<file path="src/hw/srr_defines.svh">
/*
  Offsets, widths and preset values for the status reporting registers.
  Assumes inclusion by bare name from any design or bench file.
*/
`ifndef SRR_DEFINES_SVH
`define SRR_DEFINES_SVH
`define SRR_W 15
`define SRR_MAX 15'h7fff
`define SRR_RISE_PRESET 15'h7fff
`define SRR_FALL_PRESET 15'h0000
`define SRR_MASK_PRESET 15'h0000
`define SRR_RST_VAL 15'h0000
`define SRR_A_OPER_LIVE 4'h0
`define SRR_A_OPER_MASK 4'h1
`define SRR_A_OPER_EVT 4'h2
`define SRR_A_OPER_FALL 4'h3
`define SRR_A_OPER_RISE 4'h4
`define SRR_A_QUES_LIVE 4'h5
`define SRR_A_QUES_MASK 4'h6
`define SRR_A_QUES_EVT 4'h7
`define SRR_A_QUES_FALL 4'h8
`define SRR_A_QUES_RISE 4'h9
`endif

</file>
<file path="src/hw/srr_pkg.sv">
/*
  Types for the status reporting registers.
  Assumes srr_defines.svh is compiled alongside.
*/
package srr_pkg;
  typedef logic [14:0] srr_word_t;
  typedef enum logic [1:0] {
    SRR_GRP_CTL_IDLE = 2'b00,
    SRR_GRP_CTL_READ = 2'b01
  } srr_access_t;
endpackage

</file>
<file path="src/hw/srr_group.sv">
/*
  One status group: live state, transition filters, sticky events, mask.
  Assumes condition input synchronous to clk; read/write strobes one cycle.
*/
`timescale 1ns/10ps
`default_nettype none
`include "srr_defines.svh"
module srr_group (
  input wire logic clk,
  input wire logic rstn,
  input wire srr_pkg::srr_word_t cond,
  input wire logic preset,
  input wire logic wr_mask,
  input wire logic wr_rise,
  input wire logic wr_fall,
  input wire srr_pkg::srr_word_t wdata,
  input wire logic rd_evt,
  output srr_pkg::srr_word_t live,
  output srr_pkg::srr_word_t events,
  output srr_pkg::srr_word_t mask,
  output srr_pkg::srr_word_t rise,
  output srr_pkg::srr_word_t fall,
  output logic summary
);
  srr_pkg::srr_word_t cond_prev_r, evt_r, mask_r, rise_r, fall_r;
  srr_pkg::srr_word_t hit, evt_nxt;

  assign hit = (cond & ~cond_prev_r & rise_r) | (~cond & cond_prev_r & fall_r);
  // clear on read, new edge wins
  assign evt_nxt = (rd_evt ? `SRR_RST_VAL : evt_r) | hit;
  assign summary = |(evt_r & mask_r);
  assign live = cond;
  assign events = evt_r;
  assign mask = mask_r;
  assign rise = rise_r;
  assign fall = fall_r;

  always_ff @(posedge clk or negedge rstn) begin
    if (!rstn) begin
      cond_prev_r <= `SRR_RST_VAL;
      evt_r <= `SRR_RST_VAL;
      mask_r <= `SRR_MASK_PRESET;
      rise_r <= `SRR_RISE_PRESET;
      fall_r <= `SRR_FALL_PRESET;
    end else begin
      cond_prev_r <= cond;
      evt_r <= evt_nxt;
      if (preset) begin
        mask_r <= `SRR_MASK_PRESET;
        rise_r <= `SRR_RISE_PRESET;
        fall_r <= `SRR_FALL_PRESET;
      end else begin
        if (wr_mask) mask_r <= wdata;
        if (wr_rise) rise_r <= wdata;
        if (wr_fall) fall_r <= wdata;
      end
    end
  end

  property p_edge_survives;
    @(posedge clk) disable iff (!rstn)
      (hit != 15'h0000) |=> ((evt_r & $past(hit)) == $past(hit));
  endproperty
  a_edge_survives: assert property (p_edge_survives)
    else $error("edge lost");
  property p_read_clears;
    @(posedge clk) disable iff (!rstn)
      (rd_evt && hit == 15'h0000) |=> (evt_r == `SRR_RST_VAL);
  endproperty
  a_read_clears: assert property (p_read_clears)
    else $error("read did not clear");
  property p_rise;
    @(posedge clk) disable iff (!rstn)
      (cond[0] && !cond_prev_r[0] && rise_r[0]) |=> evt_r[0];
  endproperty
  a_rise: assert property (p_rise)
    else $error("rise missed");
  property p_fall;
    @(posedge clk) disable iff (!rstn)
      (!cond[0] && cond_prev_r[0] && fall_r[0]) |=> evt_r[0];
  endproperty
  a_fall: assert property (p_fall)
    else $error("fall missed");
  property p_preset;
    @(posedge clk) disable iff (!rstn)
      preset |=> (rise_r == `SRR_RISE_PRESET &&
        fall_r == `SRR_FALL_PRESET && mask_r == `SRR_MASK_PRESET);
  endproperty
  a_preset: assert property (p_preset)
    else $error("preset wrong");
  property p_write;
    @(posedge clk) disable iff (!rstn)
      (wr_mask && !preset) |=> (mask_r == $past(wdata));
  endproperty
  a_write: assert property (p_write)
    else $error("mask write lost");
  property p_sum;
    @(posedge clk) disable iff (!rstn)
      ((evt_r & mask_r) == 15'h0000) |-> !summary;
  endproperty
  a_sum: assert property (p_sum)
    else $error("summary wrong");
  property p_sticky;
    @(posedge clk) disable iff (!rstn)
      (!rd_evt && evt_r[0]) |=> evt_r[0];
  endproperty
  a_sticky: assert property (p_sticky)
    else $error("event not sticky");
  c_rise: cover property (@(posedge clk) disable iff (!rstn) hit != 15'h0000);
  c_rdhit: cover property (@(posedge clk) disable iff (!rstn)
    rd_evt && hit != 15'h0000);
  c_sum: cover property (@(posedge clk) disable iff (!rstn) summary);
endmodule
`default_nettype wire

</file>
<file path="src/hw/srr_top.sv">
/*
  Status reporting block: operation and questionable groups behind a simple
  command port. Assumes one-cycle rd/wr strobes from the command decoder.
*/
`timescale 1ns/10ps
`default_nettype none
`include "srr_defines.svh"
module srr_top (
  input wire logic clk,
  input wire logic rstn,
  input wire logic [14:0] oper_cond,
  input wire logic [14:0] ques_cond,
  input wire logic status_preset,
  input wire logic instr_reset,
  input wire logic cmd_wr,
  input wire logic cmd_rd,
  input wire logic [3:0] cmd_addr,
  input wire logic [14:0] cmd_wdata,
  output logic [14:0] cmd_rdata,
  output logic cmd_rvalid,
  output logic oper_summary,
  output logic ques_summary
);
  srr_pkg::srr_word_t o_live, o_evt, o_mask, o_rise, o_fall;
  srr_pkg::srr_word_t q_live, q_evt, q_mask, q_rise, q_fall;
  srr_pkg::srr_word_t rdata_nxt;
  logic [14:0] rdata_r;
  logic rvalid_r;
  wire logic o_sum, q_sum;
  wire logic rd_oevt = cmd_rd && cmd_addr == `SRR_A_OPER_EVT;
  wire logic rd_qevt = cmd_rd && cmd_addr == `SRR_A_QUES_EVT;
  wire logic wr_om = cmd_wr && cmd_addr == `SRR_A_OPER_MASK;
  wire logic wr_or = cmd_wr && cmd_addr == `SRR_A_OPER_RISE;
  wire logic wr_of = cmd_wr && cmd_addr == `SRR_A_OPER_FALL;
  wire logic wr_qm = cmd_wr && cmd_addr == `SRR_A_QUES_MASK;
  wire logic wr_qr = cmd_wr && cmd_addr == `SRR_A_QUES_RISE;
  wire logic wr_qf = cmd_wr && cmd_addr == `SRR_A_QUES_FALL;
  // instrument reset is not wired to any register
  wire logic unused_reset = instr_reset;

  srr_group u_oper (
    .clk(clk), .rstn(rstn), .cond(oper_cond), .preset(status_preset),
    .wr_mask(wr_om), .wr_rise(wr_or), .wr_fall(wr_of), .wdata(cmd_wdata),
    .rd_evt(rd_oevt), .live(o_live), .events(o_evt), .mask(o_mask),
    .rise(o_rise), .fall(o_fall), .summary(o_sum)
  );
  srr_group u_ques (
    .clk(clk), .rstn(rstn), .cond(ques_cond), .preset(status_preset),
    .wr_mask(wr_qm), .wr_rise(wr_qr), .wr_fall(wr_qf), .wdata(cmd_wdata),
    .rd_evt(rd_qevt), .live(q_live), .events(q_evt), .mask(q_mask),
    .rise(q_rise), .fall(q_fall), .summary(q_sum)
  );

  always_comb begin
    unique case (cmd_addr)
      `SRR_A_OPER_LIVE: rdata_nxt = o_live;
      `SRR_A_OPER_MASK: rdata_nxt = o_mask;
      `SRR_A_OPER_EVT: rdata_nxt = o_evt;
      `SRR_A_OPER_FALL: rdata_nxt = o_fall;
      `SRR_A_OPER_RISE: rdata_nxt = o_rise;
      `SRR_A_QUES_LIVE: rdata_nxt = q_live;
      `SRR_A_QUES_MASK: rdata_nxt = q_mask;
      `SRR_A_QUES_EVT: rdata_nxt = q_evt;
      `SRR_A_QUES_FALL: rdata_nxt = q_fall;
      `SRR_A_QUES_RISE: rdata_nxt = q_rise;
      default: rdata_nxt = `SRR_RST_VAL;
    endcase
  end

  always_ff @(posedge clk or negedge rstn) begin
    if (!rstn) begin
      rdata_r <= `SRR_RST_VAL;
      rvalid_r <= 1'b0;
    end else begin
      rvalid_r <= cmd_rd;
      if (cmd_rd) rdata_r <= rdata_nxt;
    end
  end

  assign cmd_rdata = rdata_r;
  assign cmd_rvalid = rvalid_r;
  assign oper_summary = o_sum;
  assign ques_summary = q_sum;

  property p_evt_read;
    @(posedge clk) disable iff (!rstn)
      rd_oevt |=> (cmd_rdata == $past(o_evt));
  endproperty
  a_evt_read: assert property (p_evt_read)
    else $error("event read wrong");
  // operation read clears when no edge
  property p_o_clear;
    @(posedge clk) disable iff (!rstn)
      (rd_oevt && $stable(oper_cond)) |=> (o_evt == `SRR_RST_VAL);
  endproperty
  a_o_clear: assert property (p_o_clear)
    else $error("oper clear");
  property p_q_evt_read;
    @(posedge clk) disable iff (!rstn)
      rd_qevt |=> (cmd_rdata == $past(q_evt));
  endproperty
  a_q_evt_read: assert property (p_q_evt_read)
    else $error("ques event read wrong");
  property p_q_clear;
    @(posedge clk) disable iff (!rstn)
      (rd_qevt && $stable(ques_cond)) |=> (q_evt == `SRR_RST_VAL);
  endproperty
  a_q_clear: assert property (p_q_clear)
    else $error("ques clear");
  property p_live;
    @(posedge clk) disable iff (!rstn)
      (cmd_rd && cmd_addr == `SRR_A_OPER_LIVE) |=>
        (cmd_rdata == $past(oper_cond));
  endproperty
  a_live: assert property (p_live)
    else $error("live read wrong");
  property p_live_keep;
    @(posedge clk) disable iff (!rstn)
      (cmd_rd && cmd_addr == `SRR_A_OPER_LIVE && $stable(oper_cond)) |=>
        $stable(o_evt);
  endproperty
  a_live_keep: assert property (p_live_keep)
    else $error("live read side effect");
  property p_q_live;
    @(posedge clk) disable iff (!rstn)
      (cmd_rd && cmd_addr == `SRR_A_QUES_LIVE) |=>
        (cmd_rdata == $past(ques_cond));
  endproperty
  a_q_live: assert property (p_q_live)
    else $error("ques live read wrong");
  property p_q_live_keep;
    @(posedge clk) disable iff (!rstn)
      (cmd_rd && cmd_addr == `SRR_A_QUES_LIVE && $stable(ques_cond)) |=>
        $stable(q_evt);
  endproperty
  a_q_live_keep: assert property (p_q_live_keep)
    else $error("ques live read side effect");
  property p_osum;
    @(posedge clk) disable iff (!rstn)
      oper_summary == (|(o_evt & o_mask));
  endproperty
  a_osum: assert property (p_osum)
    else $error("oper summary");
  property p_qsum;
    @(posedge clk) disable iff (!rstn)
      ques_summary == (|(q_evt & q_mask));
  endproperty
  a_qsum: assert property (p_qsum)
    else $error("ques summary");
  property p_keep;
    @(posedge clk) disable iff (!rstn)
      (instr_reset && !cmd_wr && !status_preset) |=>
        ($stable(o_mask) && $stable(o_rise) && $stable(o_fall));
  endproperty
  a_keep: assert property (p_keep)
    else $error("reset changed oper parts");
  property p_q_keep;
    @(posedge clk) disable iff (!rstn)
      (instr_reset && !cmd_wr && !status_preset) |=>
        ($stable(q_mask) && $stable(q_rise) && $stable(q_fall));
  endproperty
  a_q_keep: assert property (p_q_keep)
    else $error("reset changed ques parts");
  property p_evt_wr;
    @(posedge clk) disable iff (!rstn)
      (cmd_wr && cmd_addr == `SRR_A_OPER_EVT && !cmd_rd &&
        $stable(oper_cond)) |=> $stable(o_evt);
  endproperty
  a_evt_wr: assert property (p_evt_wr)
    else $error("event write landed");
  property p_unmapped;
    @(posedge clk) disable iff (!rstn)
      (cmd_rd && cmd_addr > `SRR_A_QUES_RISE) |=>
        (cmd_rdata == `SRR_RST_VAL);
  endproperty
  a_unmapped: assert property (p_unmapped)
    else $error("unmapped read not zero");
  property p_q_wr;
    @(posedge clk) disable iff (!rstn)
      (cmd_wr && cmd_addr == `SRR_A_QUES_RISE && !status_preset) |=>
        (q_rise == $past(cmd_wdata));
  endproperty
  a_q_wr: assert property (p_q_wr)
    else $error("ques rise write lost");
  property p_preset_mask;
    @(posedge clk) disable iff (!rstn)
      status_preset |=>
        (o_mask == `SRR_MASK_PRESET && q_mask == `SRR_MASK_PRESET);
  endproperty
  a_preset_mask: assert property (p_preset_mask)
    else $error("preset mask wrong");
  property p_preset_fall;
    @(posedge clk) disable iff (!rstn)
      status_preset |=>
        (o_fall == `SRR_FALL_PRESET && q_fall == `SRR_FALL_PRESET);
  endproperty
  a_preset_fall: assert property (p_preset_fall)
    else $error("preset fall wrong");
  property p_rdata_hold;
    @(posedge clk) disable iff (!rstn)
      !cmd_rd |=> $stable(cmd_rdata);
  endproperty
  a_rdata_hold: assert property (p_rdata_hold)
    else $error("read data moved");
  property p_rvalid;
    @(posedge clk) disable iff (!rstn)
      1'b1 |=> (cmd_rvalid == $past(cmd_rd));
  endproperty
  a_rvalid: assert property (p_rvalid)
    else $error("read valid wrong");
  c_oread: cover property (@(posedge clk) disable iff (!rstn)
    rd_oevt && o_evt != 15'h0000);
  c_qsum: cover property (@(posedge clk) disable iff (!rstn) ques_summary);
endmodule
`default_nettype wire

</file>
<file path="config.mk">
export PLATFORM = sky130hd
export DESIGN_NAME = srr_top
export DESIGN_NICKNAME = d
export VERILOG_FILES = /design/src/hw/srr_pkg.sv /design/src/hw/srr_group.sv /design/src/hw/srr_top.sv
export VERILOG_INCLUDE_DIRS = /design/src /design/src/hw
export SDC_FILE = /design/constraint.sdc
export NUM_CORES = 1
export LEC_CHECK = 0
export ABC_AREA = 1
export BUFFER_PORTS_ARGS = -buffer_cell sky130_fd_sc_hd__buf_2
export CAP_MARGIN = 25
export CORE_AREA = 2 2 134 136
export CTS_CLUSTER_DIAMETER = 60
export CTS_CLUSTER_SIZE = 30
export DETAILED_ROUTE_END_ITERATION = 8
export DIE_AREA = 0 0 136 138
export GPL_TIMING_DRIVEN = 0
export PLACE_DENSITY_LB_ADDON = 0.25
export SYNTH_ARGS = -nofsm -noshare
export SYNTH_HDL_FRONTEND = slang
export SYNTH_SLANG_ARGS = --single-unit
</file>
<file path="constraint.sdc">
create_clock -name clk -period 2.9 [get_ports clk]
set_input_delay 0.58 -clock clk [delete_from_list [all_inputs] [get_ports clk]]
set_output_delay 0.58 -clock clk [all_outputs]
set_load 0.005 [all_outputs]
</file>
==> results.json <==
{
  "max_freq_mhz": 455,
  "yosys_warnings": 0,
  "synth_seq_cells": 166,
  "cts_setup_buffers": 0,
  "clk_path_buf_depth": 2,
  "p_comb_frac": 0.121,
  "holdWs_ns": 0.0384,
  "utilization": 0.528,
  "fp.coreArea_sq_mm": 0.0175,
  "power_frac_clock": 0.408,
  "routabilityCongestion": 0.947,
  "syn-num-nets": 1070,
  "worst_pin_slew_ns": 0.780,
  "yosys.area.top_type": "dfrtp_1",
  "netlist.area_leader.share": 0.426,
  "clk_pin_slew_ns": 0.06,
  "rows": 49,
  "hold_class": "primary input to async pin",
  "p_seq_frac": 0.471,
  "finalCritPeriodShare": 0.758,
  "grt_max_degree": 122,
  "setup_viol": 0,
  "syn_to_final_growth_pct": 15.9,
  "cts_tree": "built",
  "insertion_delay_ns": 0.43,
  "design_area_sq_mm": 0.00927,
  "cts.sinks": 166,
  "ys_types": 26,
  "grt_remaining_overflow": 0,
  "num_vias": 7562,
  "antenna_left": 0,
  "routedWlPerCell_um": 19.5,
  "synth_area_leaders": "dfrtp_1 43%, nand3_1 13%, nand2_1 11%",
  "multi_input_area_sq_mm": 0.00314,
  "antennaDiodeCount": 0,
  "crit_slowest_cell": "dfrtp_1",
  "status": "finished, final reports clean",
  "hold_buffers": 0,
  "yosysSeqAreaShare": 0.524,
  "cp-start-kind": "flip-flop",
  "slew_headroom": 0.480,
  "p_per_area_mw_per_mm2": 605,
  "syn_area_sq_mm": 0.00799,
  "setup.worst_path.start": "u_oper.events[8]$_DFF_PN0_",
  "port_buffers": 71,
  "dpl.hpwl_um": 19400,
  "maxCapViolations": 0,
  "htree_levels": 4,
  "nNetsFinal": 1161,
  "routed_wl_um": 26200,
  "rr_startpoint": "u_oper.rise[6]$_DFFE_PN1P_",
  "drcViolationCount": 0,
  "critPathTopFamily": "flip-flops",
  "p_sw_mw": 1.55,
  "yosysMostFrequentCell": "nand2_1",
  "critical_path_buf_inv_count": 1,
  "initial_utilization": 0.456,
  "fp.dieH_um": 138,
  "dieWidth_um": 136,
  "cts-buffers-inserted": 17,
  "path_common_cell": "nand2_1",
  "pin_count": 73,
  "regArea_sq_mm": 0.00419,
  "p_int_mw": 4.06,
  "fill_cells": 1726,
  "dieArea_sq_mm": 0.0188,
  "drive_gt1_frac": 0.150,
  "cts_root_buf": "clkbuf_16",
  "numPlacedInstances": 1316,
  "max_stage_delay_ns": 0.42,
  "irDropWorstVdd_v": 0.000440,
  "finalMaxSlewViolations": 0,
  "grtUsageTotal": 0.290,
  "crit_type": "flip-flop to output port",
  "drt_pre_antenna_iters": 7,
  "min_period_ns": 2.20,
  "ctsResizeCount": 0,
  "initialDrtViolationCount": 1061,
  "crit_path_end_kind": "output port",
  "worstPathMaxFanout": 3,
  "p_total_mw": 5.61,
  "rsz0062_at_grt": "false",
  "cp.required_ns": 2.32,
  "ys.flop_type": "dfrtp_1",
  "worstPathArrival_ns": 1.62,
  "antenna_found_initial": 0,
  "postSynthAreaPerCell_sq_um": 7.87,
  "synth_common_cells": "243 x nand2_1, 213 x nand3_1, 136 x dfrtp_1",
  "grt_pass1_wl_um": 40600,
  "placed_area_sq_mm": 0.00867,
  "final_cell_count_no_fill": 1348,
  "fin_skew_ns": 0.00405,
  "p_leak_nw": 4.62,
  "netSwitchingFraction": 0.276,
  "netlist_instances": 1015,
  "cp_cell_sequence": "nand2_1, nand2_1, a221oi_1, nand3_1, buf_2",
  "finalHoldViolCount": 0,
  "synth_edf_count": 0,
  "synth-async-reset-ratio": 1.00,
  "vias_per_cell": 5.61,
  "grt_pass1_vias": 6957
}
[stage by stage]
stage / worst slack (ns) / TNS (ns)
global route: 0.674 / 0
CTS: 0.753 / 0
finish: 0.701 / 0
detailed placement: 0.657 / 0
floorplan: 1.39 / 0
global placement: -1.36 / -193.61
[layout by cell type (no fill, tap or decap), drive strengths merged, types with 3 or more instances in the layout]
cell type / instances
dfrtp: 136
clkinv: 5
nand2: 244
nand3: 213
o311ai: 14
inv: 112
o21ai: 78
a31oi: 24
dfstp: 30
o211ai: 4
clkbuf: 45
nor2: 95
nand4: 4
clkinvlp: 3
buf: 102
[power by group through the flow]
stage | registers, mW | logic, mW | clock network, mW
2_1_floorplan | 2.64 | 0.358 | 0
3_3_place_gp | 2.67 | 0.655 | 0
3_5_place_dp | 2.68 | 0.670 | 0
4_1_cts | 2.64 | 0.673 | 2.30
5_1_grt | 2.66 | 0.758 | 2.40
6_report | 2.64 | 0.681 | 2.29
[cell type report]
type / count / area share
Clock buffer: 21 / 0.0508
Clock inverter: 11 / 0.0134
Buffer: 54 / 0.0261
Timing Repair Buffer: 72 / 0.0424
Sequential cell: 166 / 0.452
Inverter: 111 / 0.0450
Multi-Input combinational cell: 684 / 0.339
Tap cell: 229 / 0.0309
[path summary, 6_finish.rpt]
kind | to | slack, ns | cells past startpoint
worst min register to register | cmd_rdata[14]$_DFFE_PN0P_ | 0.48 | 2
worst min-delay path | u_oper.cond_prev_r[0]$_DFF_PN0_ | 0.04 | 1
worst max register to register | cmd_rdata[6]$_DFFE_PN0P_ | 1.74 | 6
worst max-delay path | oper_summary | 0.70 | 5
max in group asynchronous | u_ques.events[6]$_DFF_PN0_ | 1.91 | 2
min in group clk | cmd_rvalid$_DFF_PN0_ | 0.27 | 1
[kinds of logic (layout without fill, tap and decap cells)]
group                  after synthesis  after routing  share of synthesized area
buffers and inverters              165            269                     0.0823
DFF                                166            166                      0.524
AOI/OAI and AO/OA                  127            127                     0.0933
and+or+nand+nor                    557            557                      0.300
[metal layers]
metal / up-vias / share of wire / global-route usage
met1: 3553 / 0.44 / 0.437
met5: - / 0 / 0
li1: 3531 / - / -
met3: 47 / 0.10 / 0.0770
met2: 431 / 0.43 / 0.403
met4: 0 / 0.030 / 0.104
[worst reg2reg max path, stage by stage, from the launching register on]
cell and delay [ns]:
dfstp_2 0.53, inv_1 0.07, o21ai_0 0.16, inv_1 0.06, nand3_1 0.15, nand2_1 0.08, nand2_1 0.07
(Power assumes the default switching activity.)
